## config.mk

```make
export PLATFORM = sky130hd
export DESIGN_NAME = lect_tally
export DESIGN_NICKNAME = d
export VERILOG_FILES = /design/src/lect_tally.v
export VERILOG_INCLUDE_DIRS = /design/src
export SDC_FILE = /design/constraint.sdc
export NUM_CORES = 1
export LEC_CHECK = 0
export BUFFER_PORTS_ARGS = -buffer_cell sky130_fd_sc_hd__buf_4
export CORE_ASPECT_RATIO = 0.8
export CORE_MARGIN = 4
export CORE_UTILIZATION = 35
export CTS_BUF_LIST = sky130_fd_sc_hd__clkbuf_4 sky130_fd_sc_hd__clkbuf_8 sky130_fd_sc_hd__clkbuf_16
export DETAILED_ROUTE_END_ITERATION = 8
export HOLD_SLACK_MARGIN = 0.12
export PLACE_DENSITY_LB_ADDON = 0.1
export RECOVER_POWER = 50
export SLEW_MARGIN = 20
export SYNTH_ARGS = -nofsm -noshare
export SYNTH_HDL_FRONTEND = slang
export SYNTH_SLANG_ARGS = --single-unit
```

## constraint.sdc

```tcl
create_clock -name clk_sys_i -period 2.7 [get_ports clk_sys_i]
set_input_delay 0.27 -clock clk_sys_i [delete_from_list [all_inputs] [get_ports clk_sys_i]]
set_output_delay 0.27 -clock clk_sys_i [all_outputs]
set_load 0.03 [all_outputs]
```

## src/lect_consts.vh

```
`ifndef LECT_CONSTS_VH
`define LECT_CONSTS_VH

// ****************************************************************
// Capture modes
// ****************************************************************
`define LECT_MODE_RISE      2'h0
`define LECT_MODE_FALL      2'h1
`define LECT_MODE_BOTH      2'h2

// ****************************************************************
// Widths, limits and reset values
// ****************************************************************
`define LECT_TALLY_W        3
`define LECT_TALLY_MAX      3'h7
`define LECT_TALLY_RST      3'h0
`define LECT_POS_W          32
`define LECT_POS_RST        32'h00000000
`define LECT_CNT_W          16
`define LECT_CNT_RST        16'h0000
`define LECT_SLOTS_MAX      2'h2

`endif

```

## src/lect_tally.v

```verilog
`timescale 1ns/1ps
`include "lect_consts.vh"

// Operation
// - At most two selected edges are captured per control cycle and any further one is lost.
// - Only missed edges of the polarity the mode selects count as lost.
// - Each lost tally saturates at seven and never wraps.
// - The first tally shows the losses of the cycle in which slot one captured.
// - The second tally shows the losses of the cycle in which slot two captured.
// - The first visible tally changes only when slot one's event count increments.
// - The second visible tally changes only when slot two's event count increments.
// - Rising mode takes two rising, falling mode two falling, both mode one of each.
// - A rising edge of the job start clears both event counts to zero.
module lect_tally (
    input  wire                      clk_sys_i,
    input  wire                      resetn_i,
    input  wire                      meas_in_i,
    input  wire                      cycle_tick_i,
    input  wire                      job_start_i,
    input  wire [1:0]                mode_i,
    input  wire [`LECT_POS_W-1:0]    position_i,
    output reg  [`LECT_POS_W-1:0]    slot_one_position_o,
    output reg  [`LECT_POS_W-1:0]    slot_two_position_o,
    output reg  [`LECT_CNT_W-1:0]    slot_one_event_count_o,
    output reg  [`LECT_CNT_W-1:0]    slot_two_event_count_o,
    output reg  [`LECT_TALLY_W-1:0]  slot_one_missed_tally_o,
    output reg  [`LECT_TALLY_W-1:0]  slot_two_missed_tally_o
);

// ****************************************************************
// Input synchroniser
// ****************************************************************
reg  meas_s1_r;
reg  meas_s2_r;
reg  meas_s3_r;
reg  meas_lvl_r;
reg  job_start_d_r;

always @(posedge clk_sys_i) begin
    if (!resetn_i) begin
        meas_s1_r     <= 1'b0;
        meas_s2_r     <= 1'b0;
        meas_s3_r     <= 1'b0;
        meas_lvl_r    <= 1'b0;
        job_start_d_r <= 1'b0;
    end else begin
        meas_s1_r     <= meas_in_i;
        meas_s2_r     <= meas_s1_r;
        meas_s3_r     <= meas_s2_r;
        job_start_d_r <= job_start_i;
        if (meas_s2_r == meas_s3_r) begin
            meas_lvl_r <= meas_s3_r;
        end
    end
end

// ****************************************************************
// Edge detection
// ****************************************************************
wire rise_w      = (meas_s2_r == meas_s3_r) && meas_s3_r && !meas_lvl_r;
wire fall_w      = (meas_s2_r == meas_s3_r) && !meas_s3_r && meas_lvl_r;
wire job_rise_w  = job_start_i && !job_start_d_r;

// ****************************************************************
// Edge selection per mode
// ****************************************************************
reg  sel_edge_w;
reg  take_one_w;
reg  take_two_w;
reg  [1:0] taken_r;
reg  one_got_r;
reg  two_got_r;

always @* begin
    sel_edge_w = 1'b0;
    take_one_w = 1'b0;
    take_two_w = 1'b0;
    if (mode_i == `LECT_MODE_RISE) begin
        sel_edge_w = rise_w;
    end else if (mode_i == `LECT_MODE_FALL) begin
        sel_edge_w = fall_w;
    end else if (mode_i == `LECT_MODE_BOTH) begin
        sel_edge_w = rise_w || fall_w;
    end
    if (mode_i == `LECT_MODE_BOTH) begin
        take_one_w = rise_w && !one_got_r;
        take_two_w = fall_w && !two_got_r;
    end else if (sel_edge_w && taken_r < `LECT_SLOTS_MAX) begin
        take_one_w = (taken_r == 2'h0);
        take_two_w = (taken_r == 2'h1);
    end
end

// ****************************************************************
// Lost edge flag
// ****************************************************************
wire lost_w = sel_edge_w && !take_one_w && !take_two_w;

// ****************************************************************
// Per-cycle accumulation
// ****************************************************************
reg  [`LECT_TALLY_W-1:0]  acc_r;
wire [`LECT_TALLY_W-1:0]  acc_now_w;

assign acc_now_w = (lost_w && acc_r != `LECT_TALLY_MAX) ?
                   acc_r + 3'h1 : acc_r;

reg  [`LECT_TALLY_W-1:0]  acc_nxt;
reg  [1:0]                taken_nxt;
reg                       one_got_nxt;
reg                       two_got_nxt;

always @* begin
    acc_nxt     = acc_now_w;
    taken_nxt   = taken_r;
    one_got_nxt = one_got_r;
    two_got_nxt = two_got_r;
    if (cycle_tick_i) begin
        acc_nxt     = `LECT_TALLY_RST;
        taken_nxt   = 2'h0;
        one_got_nxt = 1'b0;
        two_got_nxt = 1'b0;
    end else begin
        if (take_one_w || take_two_w) begin
            taken_nxt = taken_r + 2'h1;
        end
        if (take_one_w) begin
            one_got_nxt = 1'b1;
        end
        if (take_two_w) begin
            two_got_nxt = 1'b1;
        end
    end
end

// ****************************************************************
// Accumulator registers
// ****************************************************************
always @(posedge clk_sys_i) begin
    if (!resetn_i) begin
        acc_r     <= `LECT_TALLY_RST;
        taken_r   <= 2'h0;
        one_got_r <= 1'b0;
        two_got_r <= 1'b0;
    end else begin
        acc_r     <= acc_nxt;
        taken_r   <= taken_nxt;
        one_got_r <= one_got_nxt;
        two_got_r <= two_got_nxt;
    end
end

// ****************************************************************
// Captured positions, pending until cycle end
// ****************************************************************
reg  [`LECT_POS_W-1:0]  pos_one_r;
reg  [`LECT_POS_W-1:0]  pos_two_r;

always @(posedge clk_sys_i) begin
    if (!resetn_i) begin
        pos_one_r <= `LECT_POS_RST;
        pos_two_r <= `LECT_POS_RST;
    end else begin
        if (take_one_w) begin
            pos_one_r <= position_i;
        end
        if (take_two_w) begin
            pos_two_r <= position_i;
        end
    end
end

// ****************************************************************
// Publication at cycle end
// ****************************************************************
reg  [`LECT_POS_W-1:0]    slot_one_position_nxt;
reg  [`LECT_POS_W-1:0]    slot_two_position_nxt;
reg  [`LECT_CNT_W-1:0]    slot_one_event_count_nxt;
reg  [`LECT_CNT_W-1:0]    slot_two_event_count_nxt;
reg  [`LECT_TALLY_W-1:0]  slot_one_missed_tally_nxt;
reg  [`LECT_TALLY_W-1:0]  slot_two_missed_tally_nxt;

always @* begin
    slot_one_position_nxt     = slot_one_position_o;
    slot_two_position_nxt     = slot_two_position_o;
    slot_one_event_count_nxt  = slot_one_event_count_o;
    slot_two_event_count_nxt  = slot_two_event_count_o;
    slot_one_missed_tally_nxt = slot_one_missed_tally_o;
    slot_two_missed_tally_nxt = slot_two_missed_tally_o;
    if (job_rise_w) begin
        slot_one_event_count_nxt = `LECT_CNT_RST;
        slot_two_event_count_nxt = `LECT_CNT_RST;
    end else if (cycle_tick_i) begin
        if (one_got_r) begin
            slot_one_position_nxt     = pos_one_r;
            slot_one_event_count_nxt  = slot_one_event_count_o + 16'h0001;
            slot_one_missed_tally_nxt = acc_r;
        end
        if (two_got_r) begin
            slot_two_position_nxt     = pos_two_r;
            slot_two_event_count_nxt  = slot_two_event_count_o + 16'h0001;
            slot_two_missed_tally_nxt = acc_r;
        end
    end
end

// ****************************************************************
// Output registers
// ****************************************************************
always @(posedge clk_sys_i) begin
    if (!resetn_i) begin
        slot_one_position_o     <= `LECT_POS_RST;
        slot_two_position_o     <= `LECT_POS_RST;
        slot_one_event_count_o  <= `LECT_CNT_RST;
        slot_two_event_count_o  <= `LECT_CNT_RST;
        slot_one_missed_tally_o <= `LECT_TALLY_RST;
        slot_two_missed_tally_o <= `LECT_TALLY_RST;
    end else begin
        slot_one_position_o     <= slot_one_position_nxt;
        slot_two_position_o     <= slot_two_position_nxt;
        slot_one_event_count_o  <= slot_one_event_count_nxt;
        slot_two_event_count_o  <= slot_two_event_count_nxt;
        slot_one_missed_tally_o <= slot_one_missed_tally_nxt;
        slot_two_missed_tally_o <= slot_two_missed_tally_nxt;
    end
end

endmodule // lect_tally

```

Word level (Yosys, flattened, before mapping). Cells that the tools add are included.

Magnitude comparators: 1. Shift-type cells: 0. Reductions and logical operators: 28. $mul: 0. Multiplexer cells: 7. Bitwise operators: 2. Add/subtract/negate cells: 4. Equality and inequality tests: 5. Divide/modulo/power cells: 0.

Operator list (count): adder 16 x 1 -> 16 bit (second input constant) (2); logical AND 1 bit (11); zero test 1 bit (7); 2-to-1 mux 1 bit (7); AND reduction 3 bit (2); equality test 2 x 1 -> 1 bit (second input constant) (2); zero test 2 bit (2); AND reduction 2 bit (2); OR reduction 2 bit (2); adder 3 x 1 -> 3 bit (second input constant) (1); inequality test 3 bit (second input constant) (1); adder 2 x 1 -> 2 bit (second input constant) (1); equality test 2 bit (second input constant) (1); logical OR 1 bit (2); less-than comparator 2 bit (second input constant) (1); NOT 1 bit (2); equality test 1 bit (1).

ROM bits: 0. Output and inout bits: 102. Memories: 0. Flip-flop bits (word level): 178. Memory bits (writable): 0. Input port bits: 39. Latch bits: 0. Logic and storage cells: 64.

Logic depth before layout (Yosys ltp). Gate-level depths: netlist of the first run.

Depth in word-level cells: 14. Mapped depth: 7. Mapped depth without buffers: 6.

Worst setup path before layout of the first run. OpenSTA, ideal clock, no wires.

Kind: register to register. Start point: register slot_one_event_count_o[2]. End point: register slot_one_event_count_o[15]. Period minus slack after synthesis: 1.881 ns. Stages on the path, launching flop included: 6. Path slack: 0.819 ns. Required time: 2.630 ns. Arrival time: 1.811 ns. Path buffers: 1. Library setup time: 0.070 ns. Path through: dfxtp_1 -> nand3_2 -> or3_1 -> buf_2 -> or4_1 -> a21oi_1.

Cells in the longest elaborated chain, start to end: 1.

RTL lines: start, declared (line lect_tally.v:24) `` output reg [`LECT_CNT_W-1:0] slot_one_event_count_o, ``; start signal, assigned (line lect_tally.v:214) `` slot_one_event_count_o <= `LECT_CNT_RST; ``; start signal, assigned (line lect_tally.v:221) `slot_one_event_count_o <= slot_one_event_count_nxt;`; adder 16 x 1 -> 16 bit (line lect_tally.v:196) `slot_one_event_count_nxt = slot_one_event_count_o + 16'h0001;`.

Every way passes these cells. A chain may end at the register's enable or synchronous reset.

Final worst setup path of the first run.
Start point: register meas_s3_r. End point: register pos_one_r[25].

Cells in the longest elaborated chain, start to end: 10. Elaborated cells between the ends (all ways): 14. Those cells by class: 1 x eq/ne; 5 x mux; 8 x reduce/logical.

RTL lines: start, declared (line lect_tally.v:35) `reg meas_s3_r;`; start signal, assigned (line lect_tally.v:49) `meas_s3_r <= meas_s2_r;`; equality test 1 bit / zero test 1 bit (equally long branches) (line lect_tally.v:60, lect_tally.v:61); logical AND 1 bit (on tied branches) (2 in series) (line lect_tally.v:60, lect_tally.v:61); logical OR 1 bit (line lect_tally.v:83) `sel_edge_w = rise_w || fall_w;`; 2-to-1 mux 1 bit (line lect_tally.v:82) `` end else if (mode_i == `LECT_MODE_BOTH) begin ``; 2-to-1 mux 1 bit (line lect_tally.v:80) `` end else if (mode_i == `LECT_MODE_FALL) begin ``; 2-to-1 mux 1 bit (line lect_tally.v:78) `` if (mode_i == `LECT_MODE_RISE) begin ``; logical AND 1 bit (no source line); 2-to-1 mux 1 bit (line lect_tally.v:88) `` end else if (sel_edge_w && taken_r < `LECT_SLOTS_MAX) begin ``; 2-to-1 mux 1 bit * (line lect_tally.v:85) `` if (mode_i == `LECT_MODE_BOTH) begin ``; end signal, assigned (line lect_tally.v:161) `` pos_one_r <= `LECT_POS_RST; ``; end signal, assigned (line lect_tally.v:165) `pos_one_r <= position_i;`; end, declared (line lect_tally.v:156) `` reg [`LECT_POS_W-1:0] pos_one_r; ``.

Mark *: on every way between the ends. The rest lies on a longest branch, timed or not.

==> results of run 1 <==
-- registers in the layout, summed over array words and instances (netlist names) --
signal	count
slot_one_event_count_o	16
meas_s2_r	1
meas_lvl_r	1
acc_r	3
pos_two_r	32
meas_s3_r	1
two_got_r	1
slot_one_position_o	32
slot_two_missed_tally_o	3
taken_r	2
slot_one_missed_tally_o	3
pos_one_r	32
one_got_r	1
slot_two_event_count_o	16
job_start_d_r	1
slot_two_position_o	32
meas_s1_r	1
-- area by class of cell --
type                       count  area (sq um)  share of cell area (%)
antenna                        1          2.50                  0.0296
multi-input combinational    548          3050                    36.1
clock inverter                13           171                    2.03
tap                          258           323                    3.82
sequential                   178          3560                    42.2
clock buffer                  19           453                    5.36
timing repair buffer         158           846                    10.0
inverter                      11          41.3                   0.488
-- layer usage --
layer | share of wire, % | routed length [um] | GRT usage [%] | vias to the layer above
li1 | - | - | - | 2870
met1 | 53 | 9300 | 23.6 | 2592
met2 | 41 | 7250 | 23.5 | 105
met3 | 5.2 | 911 | 4.33 | 16
met4 | 0.86 | 152 | 3.53 | 0
met5 | 0 | 0 | 0 | -
-- kinds of logic (layout without fill, tap and decap cells) --
kind of cell	after synthesis	in the layout	share of synthesized area [%]
and+or+nand+nor	350	350	21.3
xor gates and xnor gates	20	20	2.52
DFF	178	178	51.3
other	0	1	0
adders and majority gates	8	8	1.44
buffers and inverters	56	201	4.47
AOI/OAI and AO/OA	101	101	9.00
muxes	69	69	9.94
-- final timing paths --
kind | endpoint
hold reg to reg | slot_two_position_o[15]$_SDFFE_PN0P_
hold / removal | pos_one_r[18]$_SDFFE_PN0P_
setup reg to reg | pos_one_r[25]$_SDFFE_PN0P_
setup / recovery | pos_one_r[25]$_SDFFE_PN0P_
-- cell usage in the layout (no fill, tap or decap), types with 3 or more instances in the layout --
| master | Yosys | final |
|---|---|---|
| sky130_fd_sc_hd__or3_1 | 9 | 9 |
| sky130_fd_sc_hd__clkinv_4 | 0 | 3 |
| sky130_fd_sc_hd__nand4_1 | 8 | 8 |
| sky130_fd_sc_hd__bufinv_16 | 0 | 3 |
| sky130_fd_sc_hd__dlygate4sd3_1 | 0 | 6 |
| sky130_fd_sc_hd__nand2_1 | 257 | 257 |
| sky130_fd_sc_hd__and3_1 | 4 | 4 |
| sky130_fd_sc_hd__o21ai_0 | 6 | 6 |
| sky130_fd_sc_hd__nor3_1 | 6 | 6 |
| sky130_fd_sc_hd__nor4_1 | 4 | 4 |
| sky130_fd_sc_hd__buf_12 | 6 | 3 |
| sky130_fd_sc_hd__nor2_1 | 27 | 25 |
| sky130_fd_sc_hd__a21oi_1 | 81 | 81 |
| sky130_fd_sc_hd__or2_2 | 4 | 4 |
| sky130_fd_sc_hd__nand2b_1 | 3 | 3 |
| sky130_fd_sc_hd__ha_1 | 8 | 8 |
| sky130_fd_sc_hd__xor2_1 | 8 | 8 |
| sky130_fd_sc_hd__dfxtp_1 | 178 | 178 |
| sky130_fd_sc_hd__buf_4 | 0 | 42 |
| sky130_fd_sc_hd__xnor2_1 | 12 | 12 |
| sky130_fd_sc_hd__clkbuf_16 | 0 | 17 |
| sky130_fd_sc_hd__mux2i_1 | 69 | 69 |
| sky130_fd_sc_hd__clkbuf_1 | 36 | 104 |
| sky130_fd_sc_hd__o21a_1 | 3 | 3 |
| sky130_fd_sc_hd__nand3_1 | 13 | 13 |
| sky130_fd_sc_hd__inv_6 | 0 | 4 |
| sky130_fd_sc_hd__inv_1 | 11 | 11 |
-- power by group --
| part | switching [mW] | internal (mW) | total (mW) |
|---|---|---|---|
| Sequential | 0.00427 | 2.63 | 2.64 |
| Combinational | 0.105 | 0.0668 | 0.172 |
| Clock | 1.07 | 1.52 | 2.59 |
-- stage by stage --
stage / setup WS, ns / total power [mW] / hold slack (ns) / area [sq um] / utilization (%)
after floorplan: 0.819 / 2.78 / 0.392 / 6950 / -
after global placement: 0.546 / 2.87 / 0.442 / 8200 / 42.6
after detailed placement: 0.500 / 2.87 / 0.438 / 8200 / 42.6
after CTS: 0.480 / 5.48 / 0.120 / 8870 / 46.1
after global routing: 0.242 / 5.59 / 0.127 / 8450 / 43.9
final: 0.445 / 5.40 / 0.137 / 8450 / 43.9
-- worst reg2reg max path: cells and delay by family (launching register included) --
family | cells | cell delay [ns]
AOI/OAI and AO/OA | 2 | 0.70
and+or+nand+nor | 1 | 0.41
buffers and inverters | 1 | 0.32
adders and majority gates | 1 | 0.16
DFF | 1 | 0.35
muxes | 1 | 0.25
==> parameters.txt, run 1 <==
Parameter                              Value

Critical path
  Critical Setup Path Class ... reg2reg
  Arrival time of the worst setup path ... between 2 and 3 ns
  Crit path largest cell delay ... a little over 0.4 ns
  Flop2flop setup slack ... about 0.45 ns
  Length in cells of the worst reg-to-reg path ... 6
  FF-to-FF Start ... meas_s3_r$_SDFF_PN0_
  Worst setup SP type ... flop
  Critical Path Fanout Max ... 29
  Type of destination of the critical path ... flop
  Cell with the biggest individual delay on the critical path ... sky130_fd_sc_hd__or3b_4
  Worst-path cell chain ... ha_1, or3b_4, a211oi_4, o2bb2ai_1, buf_12, mux2i_1
  Cell count along the critical path ... 6
  Data required time at the worst endpoint ... 3.05 ns
  Launch point of the worst path ... meas_s3_r$_SDFF_PN0_
  Dominant delay contributor by cell family on the critical path ... compound AO/OA/AOI/OAI gates
  WP buf/inv ... 1

Synthesis
  Post-synth top area cell ... sky130_fd_sc_hd__dfxtp_1
  Synthesized netlist cell count ... about 800
  Area fraction of the dominant cell type after synthesis ... 51.3%
  Sequential area share after synthesis ... about half
  Most frequent cells after synthesis ... 257 x sky130_fd_sc_hd__nand2_1, 178 x sky130_fd_sc_hd__dfxtp_1, 81 x sky130_fd_sc_hd__a21oi_1
  Number of different library cells in the post-synthesis netlist ... 42
  Top cells by area, synth ... sky130_fd_sc_hd__dfxtp_1 51%, sky130_fd_sc_hd__nand2_1 14%, sky130_fd_sc_hd__mux2i_1 9.9%
  Most repeated cell in the gate-level netlist after synthesis ... sky130_fd_sc_hd__nand2_1
  Primary flip-flop cell chosen by synthesis mapping ... sky130_fd_sc_hd__dfxtp_1
  Flip-flop and latch count after synthesis ... 178
  Share of synthesized registers carrying an async set or reset ... 0%
  Total nets after synthesis ... approximately 830
  Post-Synthesis Cell Area ... a little under 7000 sq um
  Number of warnings reported in the yosys synthesis log ... 0
  Number of enable-type register cells in the synthesized netlist ... 0
  Mean Syn Cell Area ... between 8 and 9 sq um

Global routing
  Number of antenna violations at the first check in global routing ... 0
  Wire length of the first global-routing pass ... about 28000 um
  Via count of the first global-routing pass ... ~5.4k
  Largest net degree at the start of global routing ... 48
  Total routing resource utilization after global routing ... between 10% and 20%
  GRT overflow ... 0

Placement
  Half-perimeter wire length of the detailed placement result ... 12000 um
  IO Port Bufs ... between 100 and 150
  Placer congestion estimate ... roughly 0.74
  Placed cells ... ~1.1k

Hold path
  Worst hold path class ... in2reg
  Number of cells traversed by the worst hold path ... 3
  Beginning of the worst hold path ... position_i[18]

Clock network
  Clk Latency, worst-skew pair ... around 0.43 ns
  Buffer levels on the longest clock path ... 2
  Clock transition at path regs ... approximately 0.07 ns
  Number of CTS-inserted buffers ... 17
  CTS root buf ... sky130_fd_sc_hd__clkbuf_16
  Hold-fix buffers, CTS ... 5
  CTS H-tree depth ... 4
  Num Clock Sinks ... approximately 180
  Setup Buffers After CTS ... 0
  Clock tree from TritonCTS ... yes
  Quantity of gates resized following cts ... 0

Die
  Die boundary width ... 166 um
  I/O Pins ... 141
  Initial Utilization ... 36.1%
  Die Outline Area ... 22200 sq um
  Overall die height ... 134 um
  Total number of placement rows ... 45
  Floorplan core area ... 19300 sq um

STA
  Final cycle utilization of the critical path ... between 80% and 90%
  Setup repair after global routing missed its margin ... false
  Final-report max-slew violation count ... 0
  Max frequency ... around 440 MHz
  Measured slew at the worst slew-check pin ... approximately 1.0 ns
  Final Hold Viols ... 0
  Setup violations, final ... 0
  Slew HR ... between 30% and 40%
  Setup TNS ... 0 ns
  Fin Clk Skew ... around 0.013 ns
  Final critical path time including I/O delays and setup ... ~2.3 ns

Detailed routing
  Total wire length after detailed routing ... between 15000 and 20000 um
  Number of routed nets with antenna violations ... 0
  Initial detailed-routing violation count ... around 270
  Drt wl/cell ... 14.9 um
  Post-route DRC ... 0
  Via Count ... about 5.6k
  Router iterations before antenna repair ... 4
  Drt via density ... approximately 4.7

Job
  Number of maximum-capacitance constraint violations ... 0

Final layout
  Proportion of layout cells with a drive suffix above 1 ... about 10%
  Fin cells ... 1186
  Layout overhead on the synthesized area ... 21.7%
  FILL cells ... just over 2k
  Net count, final ... around 960

Power and ir drop
  Static leakage power ... between 2 and 3 nW
  Pwr/cell area ... between 600 and 700 nW/um^2
  Largest voltage drop on the vdd net ... approximately 0.46 mV

Run status
  Run status ... complete, no violations
No activity file was read; power rests on OpenSTA's default activity.
==> inputs of run 2 (changes only) <==
==> constraint.sdc (replaced) <==
create_clock -name clk_sys_i -period 2.2 [get_ports clk_sys_i]
set_input_delay 0.22 -clock clk_sys_i [delete_from_list [all_inputs] [get_ports clk_sys_i]]
set_output_delay 0.22 -clock clk_sys_i [all_outputs]
set_load 0.03 [all_outputs]
==> parameters.txt, run 2 (synthesized netlist as in run 1, its figures left out) <==
Parameter                              Value

Run status
  Run status ... complete, no violations

Placement
  Placer congestion estimate ... 0.773 (+4.6%)
  IO Port Bufs ... 140 (unchanged)
  Half-perimeter wire length of the detailed placement result ... 11700 um (-1.9%)

Critical path
  FF-to-FF Start ... meas_s3_r$_SDFF_PN0_
  Critical Setup Path Class ... reg2reg
  Arrival time of the worst setup path ... 2.34 ns (-0.26 ns)
  Worst setup SP type ... flop
  Critical Path Fanout Max ... 21 (-28%)
  Data required time at the worst endpoint ... 2.54 ns (-0.51 ns)
  Length in cells of the worst reg-to-reg path ... 6 (unchanged)
  Flop2flop setup slack ... 0.20 ns (-0.24 ns)
  Type of destination of the critical path ... flop
  Reg-to-reg critical path endpoint ... pos_two_r[28]$_SDFFE_PN0P_

STA
  Final cycle utilization of the critical path ... 90.7% (+7.2 points)
  Final-report max-slew violation count ... 0 (unchanged)
  Final critical path time including I/O delays and setup ... 2.00 ns (-0.259 ns)
  Setup repair after global routing missed its margin ... false
  Max frequency ... 501 MHz (+13%)
  Setup violations, final ... 0 (unchanged)
  Setup TNS ... 0 ns (unchanged)
  Measured slew at the worst slew-check pin ... 0.904 ns (-0.0963 ns)
  Fin Clk Skew ... 0.00816 ns (-0.00531 ns)
  Slew HR ... 39.7% (+6.5 points)
  Final Hold Viols ... 0 (unchanged)

Detailed routing
  Initial detailed-routing violation count ... 345 (+30%)
  Drt via density ... 4.66 (-0.93%)
  Number of routed nets with antenna violations ... 0 (unchanged)
  Via Count ... 5685 (+1.8%)
  Total wire length after detailed routing ... 18100 um (+2.9%)
  Drt wl/cell ... 14.9 um (+0.11%)
  Router iterations before antenna repair ... 4 (unchanged)
  Post-route DRC ... 0 (unchanged)

Power and ir drop
  Switching power as a share of total power ... 20.7% (-1.1 points)
  Internal power contribution ... 5.37 mW (+27%)
  Clock group share of total power ... 48.4% (+0.4 points)
  Sequential share of power ... 47.8% (-1.0 points)
  Pwr/cell area ... 764 nW/um^2 (+20%)
  Proportion of power drawn by combinational gates ... 3.8% (+0.6 points)
  Largest voltage drop on the vdd net ... 0.428 mV (-7.9%)
  Switching Power ... 1.40 mW (+19%)
  Static leakage power ... 2.98 nW (+5.8%)

Global routing
  GRT overflow ... 0 (unchanged)
  Total routing resource utilization after global routing ... 16.5% (+0.49 points)
  Via count of the first global-routing pass ... 5591 (+3.1%)
  Largest net degree at the start of global routing ... 97 (+100%)
  Wire length of the first global-routing pass ... 29500 um (+3.7%)
  Number of antenna violations at the first check in global routing ... 0 (unchanged)

Final layout
  Net count, final ... 995 (+3.5%)
  Layout overhead on the synthesized area ... 27.4%
  Util after Layout ... 46.0% (+2.1 points)
  Proportion of layout cells with a drive suffix above 1 ... 10.2% (-0.16 points)
  Most frequent standard cell in the layout excluding fill and tap cells ... sky130_fd_sc_hd__nand2_1
  Highest-count cells in the layout ignoring fill and taps ... 257 x sky130_fd_sc_hd__nand2_1, 178 x sky130_fd_sc_hd__dfxtp_1, 106 x sky130_fd_sc_hd__clkbuf_1
  N_diodes ... 0 (-1)
  FILL cells ... 1992 (-2.0%)

Die
  Die Outline Area ... 22200 sq um (unchanged)
  Die boundary width ... 166 um (unchanged)
  I/O Pins ... 141 (unchanged)
  Initial Utilization ... 36.1% (unchanged)
  Floorplan core area ... 19300 sq um (unchanged)
  Total number of placement rows ... 45 (unchanged)
  Overall die height ... 134 um (unchanged)

Clock network
  Clock tree from TritonCTS ... yes
  CTS H-tree depth ... 4 (unchanged)
  Buffer levels on the longest clock path ... 2 (unchanged)
  Number of CTS-inserted buffers ... 17 (unchanged)
  Clock transition at path regs ... 0.06 ns (about the same)
  CTS root buf ... sky130_fd_sc_hd__clkbuf_16
  Num Clock Sinks ... 178 (unchanged)
  Quantity of gates resized following cts ... 0 (unchanged)
  Clk Latency, worst-skew pair ... 0.42 ns (about the same)

Hold path
  Worst hold path class ... in2reg
  Terminating pin of the worst hold path ... slot_two_event_count_o[1]$_SDFFE_PP0P_
  Number of cells traversed by the worst hold path ... 3 (unchanged)
  Beginning of the worst hold path ... cycle_tick_i

Job
  Number of maximum-capacitance constraint violations ... 0 (unchanged)
## run 2: layer usage
layer	global-route usage [%]	wire, um
met3	3.63	784
met1	24.6	9480
met5	0	0
met4	3.99	72
met2	24.3	7790
## run 2: worst max path at each step
stage | startpoint | end | slack (ns) | cells after the start
floorplan | slot_one_event_count_o[2]$_SDFFE_PP0P_ | slot_one_event_count_o[15]$_SDFFE_PP0P_ | 0.32 | 5
global placement | meas_s3_r$_SDFF_PN0_ | pos_two_r[26]$_SDFFE_PN0P_ | 0.26 | 6
detailed placement | meas_s3_r$_SDFF_PN0_ | pos_two_r[28]$_SDFFE_PN0P_ | 0.22 | 6
CTS | meas_s3_r$_SDFF_PN0_ | pos_two_r[28]$_SDFFE_PN0P_ | 0.20 | 6
global route | job_start_i | slot_two_position_o[3]$_SDFFE_PN0P_ | 0.05 | 6
finish | meas_s3_r$_SDFF_PN0_ | pos_two_r[28]$_SDFFE_PN0P_ | 0.20 | 6
## run 2: layout make-up
| type | count | area (sq um) | area share [%] |
|---|---|---|---|
| tap | 258 | 323 | 3.65 |
| sequential | 178 | 3560 | 40.2 |
| clock inverter | 8 | 151 | 1.71 |
| inverter | 11 | 41.3 | 0.466 |
| clock buffer | 24 | 484 | 5.47 |
| multi-input combinational | 548 | 3080 | 34.8 |
| timing repair buffer | 192 | 1210 | 13.6 |
## run 2: worst max-delay path, stage by stage (launching register included)
cell	delay, ns
sky130_fd_sc_hd__dfxtp_1	0.34
sky130_fd_sc_hd__ha_1	0.15
sky130_fd_sc_hd__or3b_4	0.43
sky130_fd_sc_hd__a211oi_4	0.36
sky130_fd_sc_hd__o2bb2ai_4	0.19
sky130_fd_sc_hd__buf_12	0.23
sky130_fd_sc_hd__mux2i_1	0.21
## run 2: through the flow
| step | total power, mW | instances | instance area [sq um] | hold slack [ns] | setup WS, ns |
|---|---|---|---|---|---|
| CTS | 6.85 | 1219 | 9260 | 0.132 | 0.198 |
| global placement | 3.53 | 1150 | 8260 | 0.432 | 0.259 |
| finish | 6.77 | 1219 | 8850 | 0.152 | 0.205 |
| floorplan | 3.42 | 782 | 6950 | 0.342 | 0.319 |
| global route | 6.99 | 1219 | 8850 | 0.163 | 0.0474 |
| detailed placement | 3.52 | 1150 | 8260 | 0.428 | 0.218 |
## run 2: what timing repair did
| action | in CTS | in global routing |
|---|---|---|
| hold buffers | 37 | 0 |
| setup buffers | 0 | 0 |
| endpoints found under the hold margin | 67 | 0 |
## run 2: power groups by stage
stage	Combinational (mW)	Clock (mW)	Sequential, mW
final	0.259	3.27	3.24
after global routing	0.286	3.47	3.24
after CTS	0.267	3.35	3.24
after detailed placement	0.213	0	3.31
after global placement	0.216	0	3.31
after floorplan	0.109	0	3.31
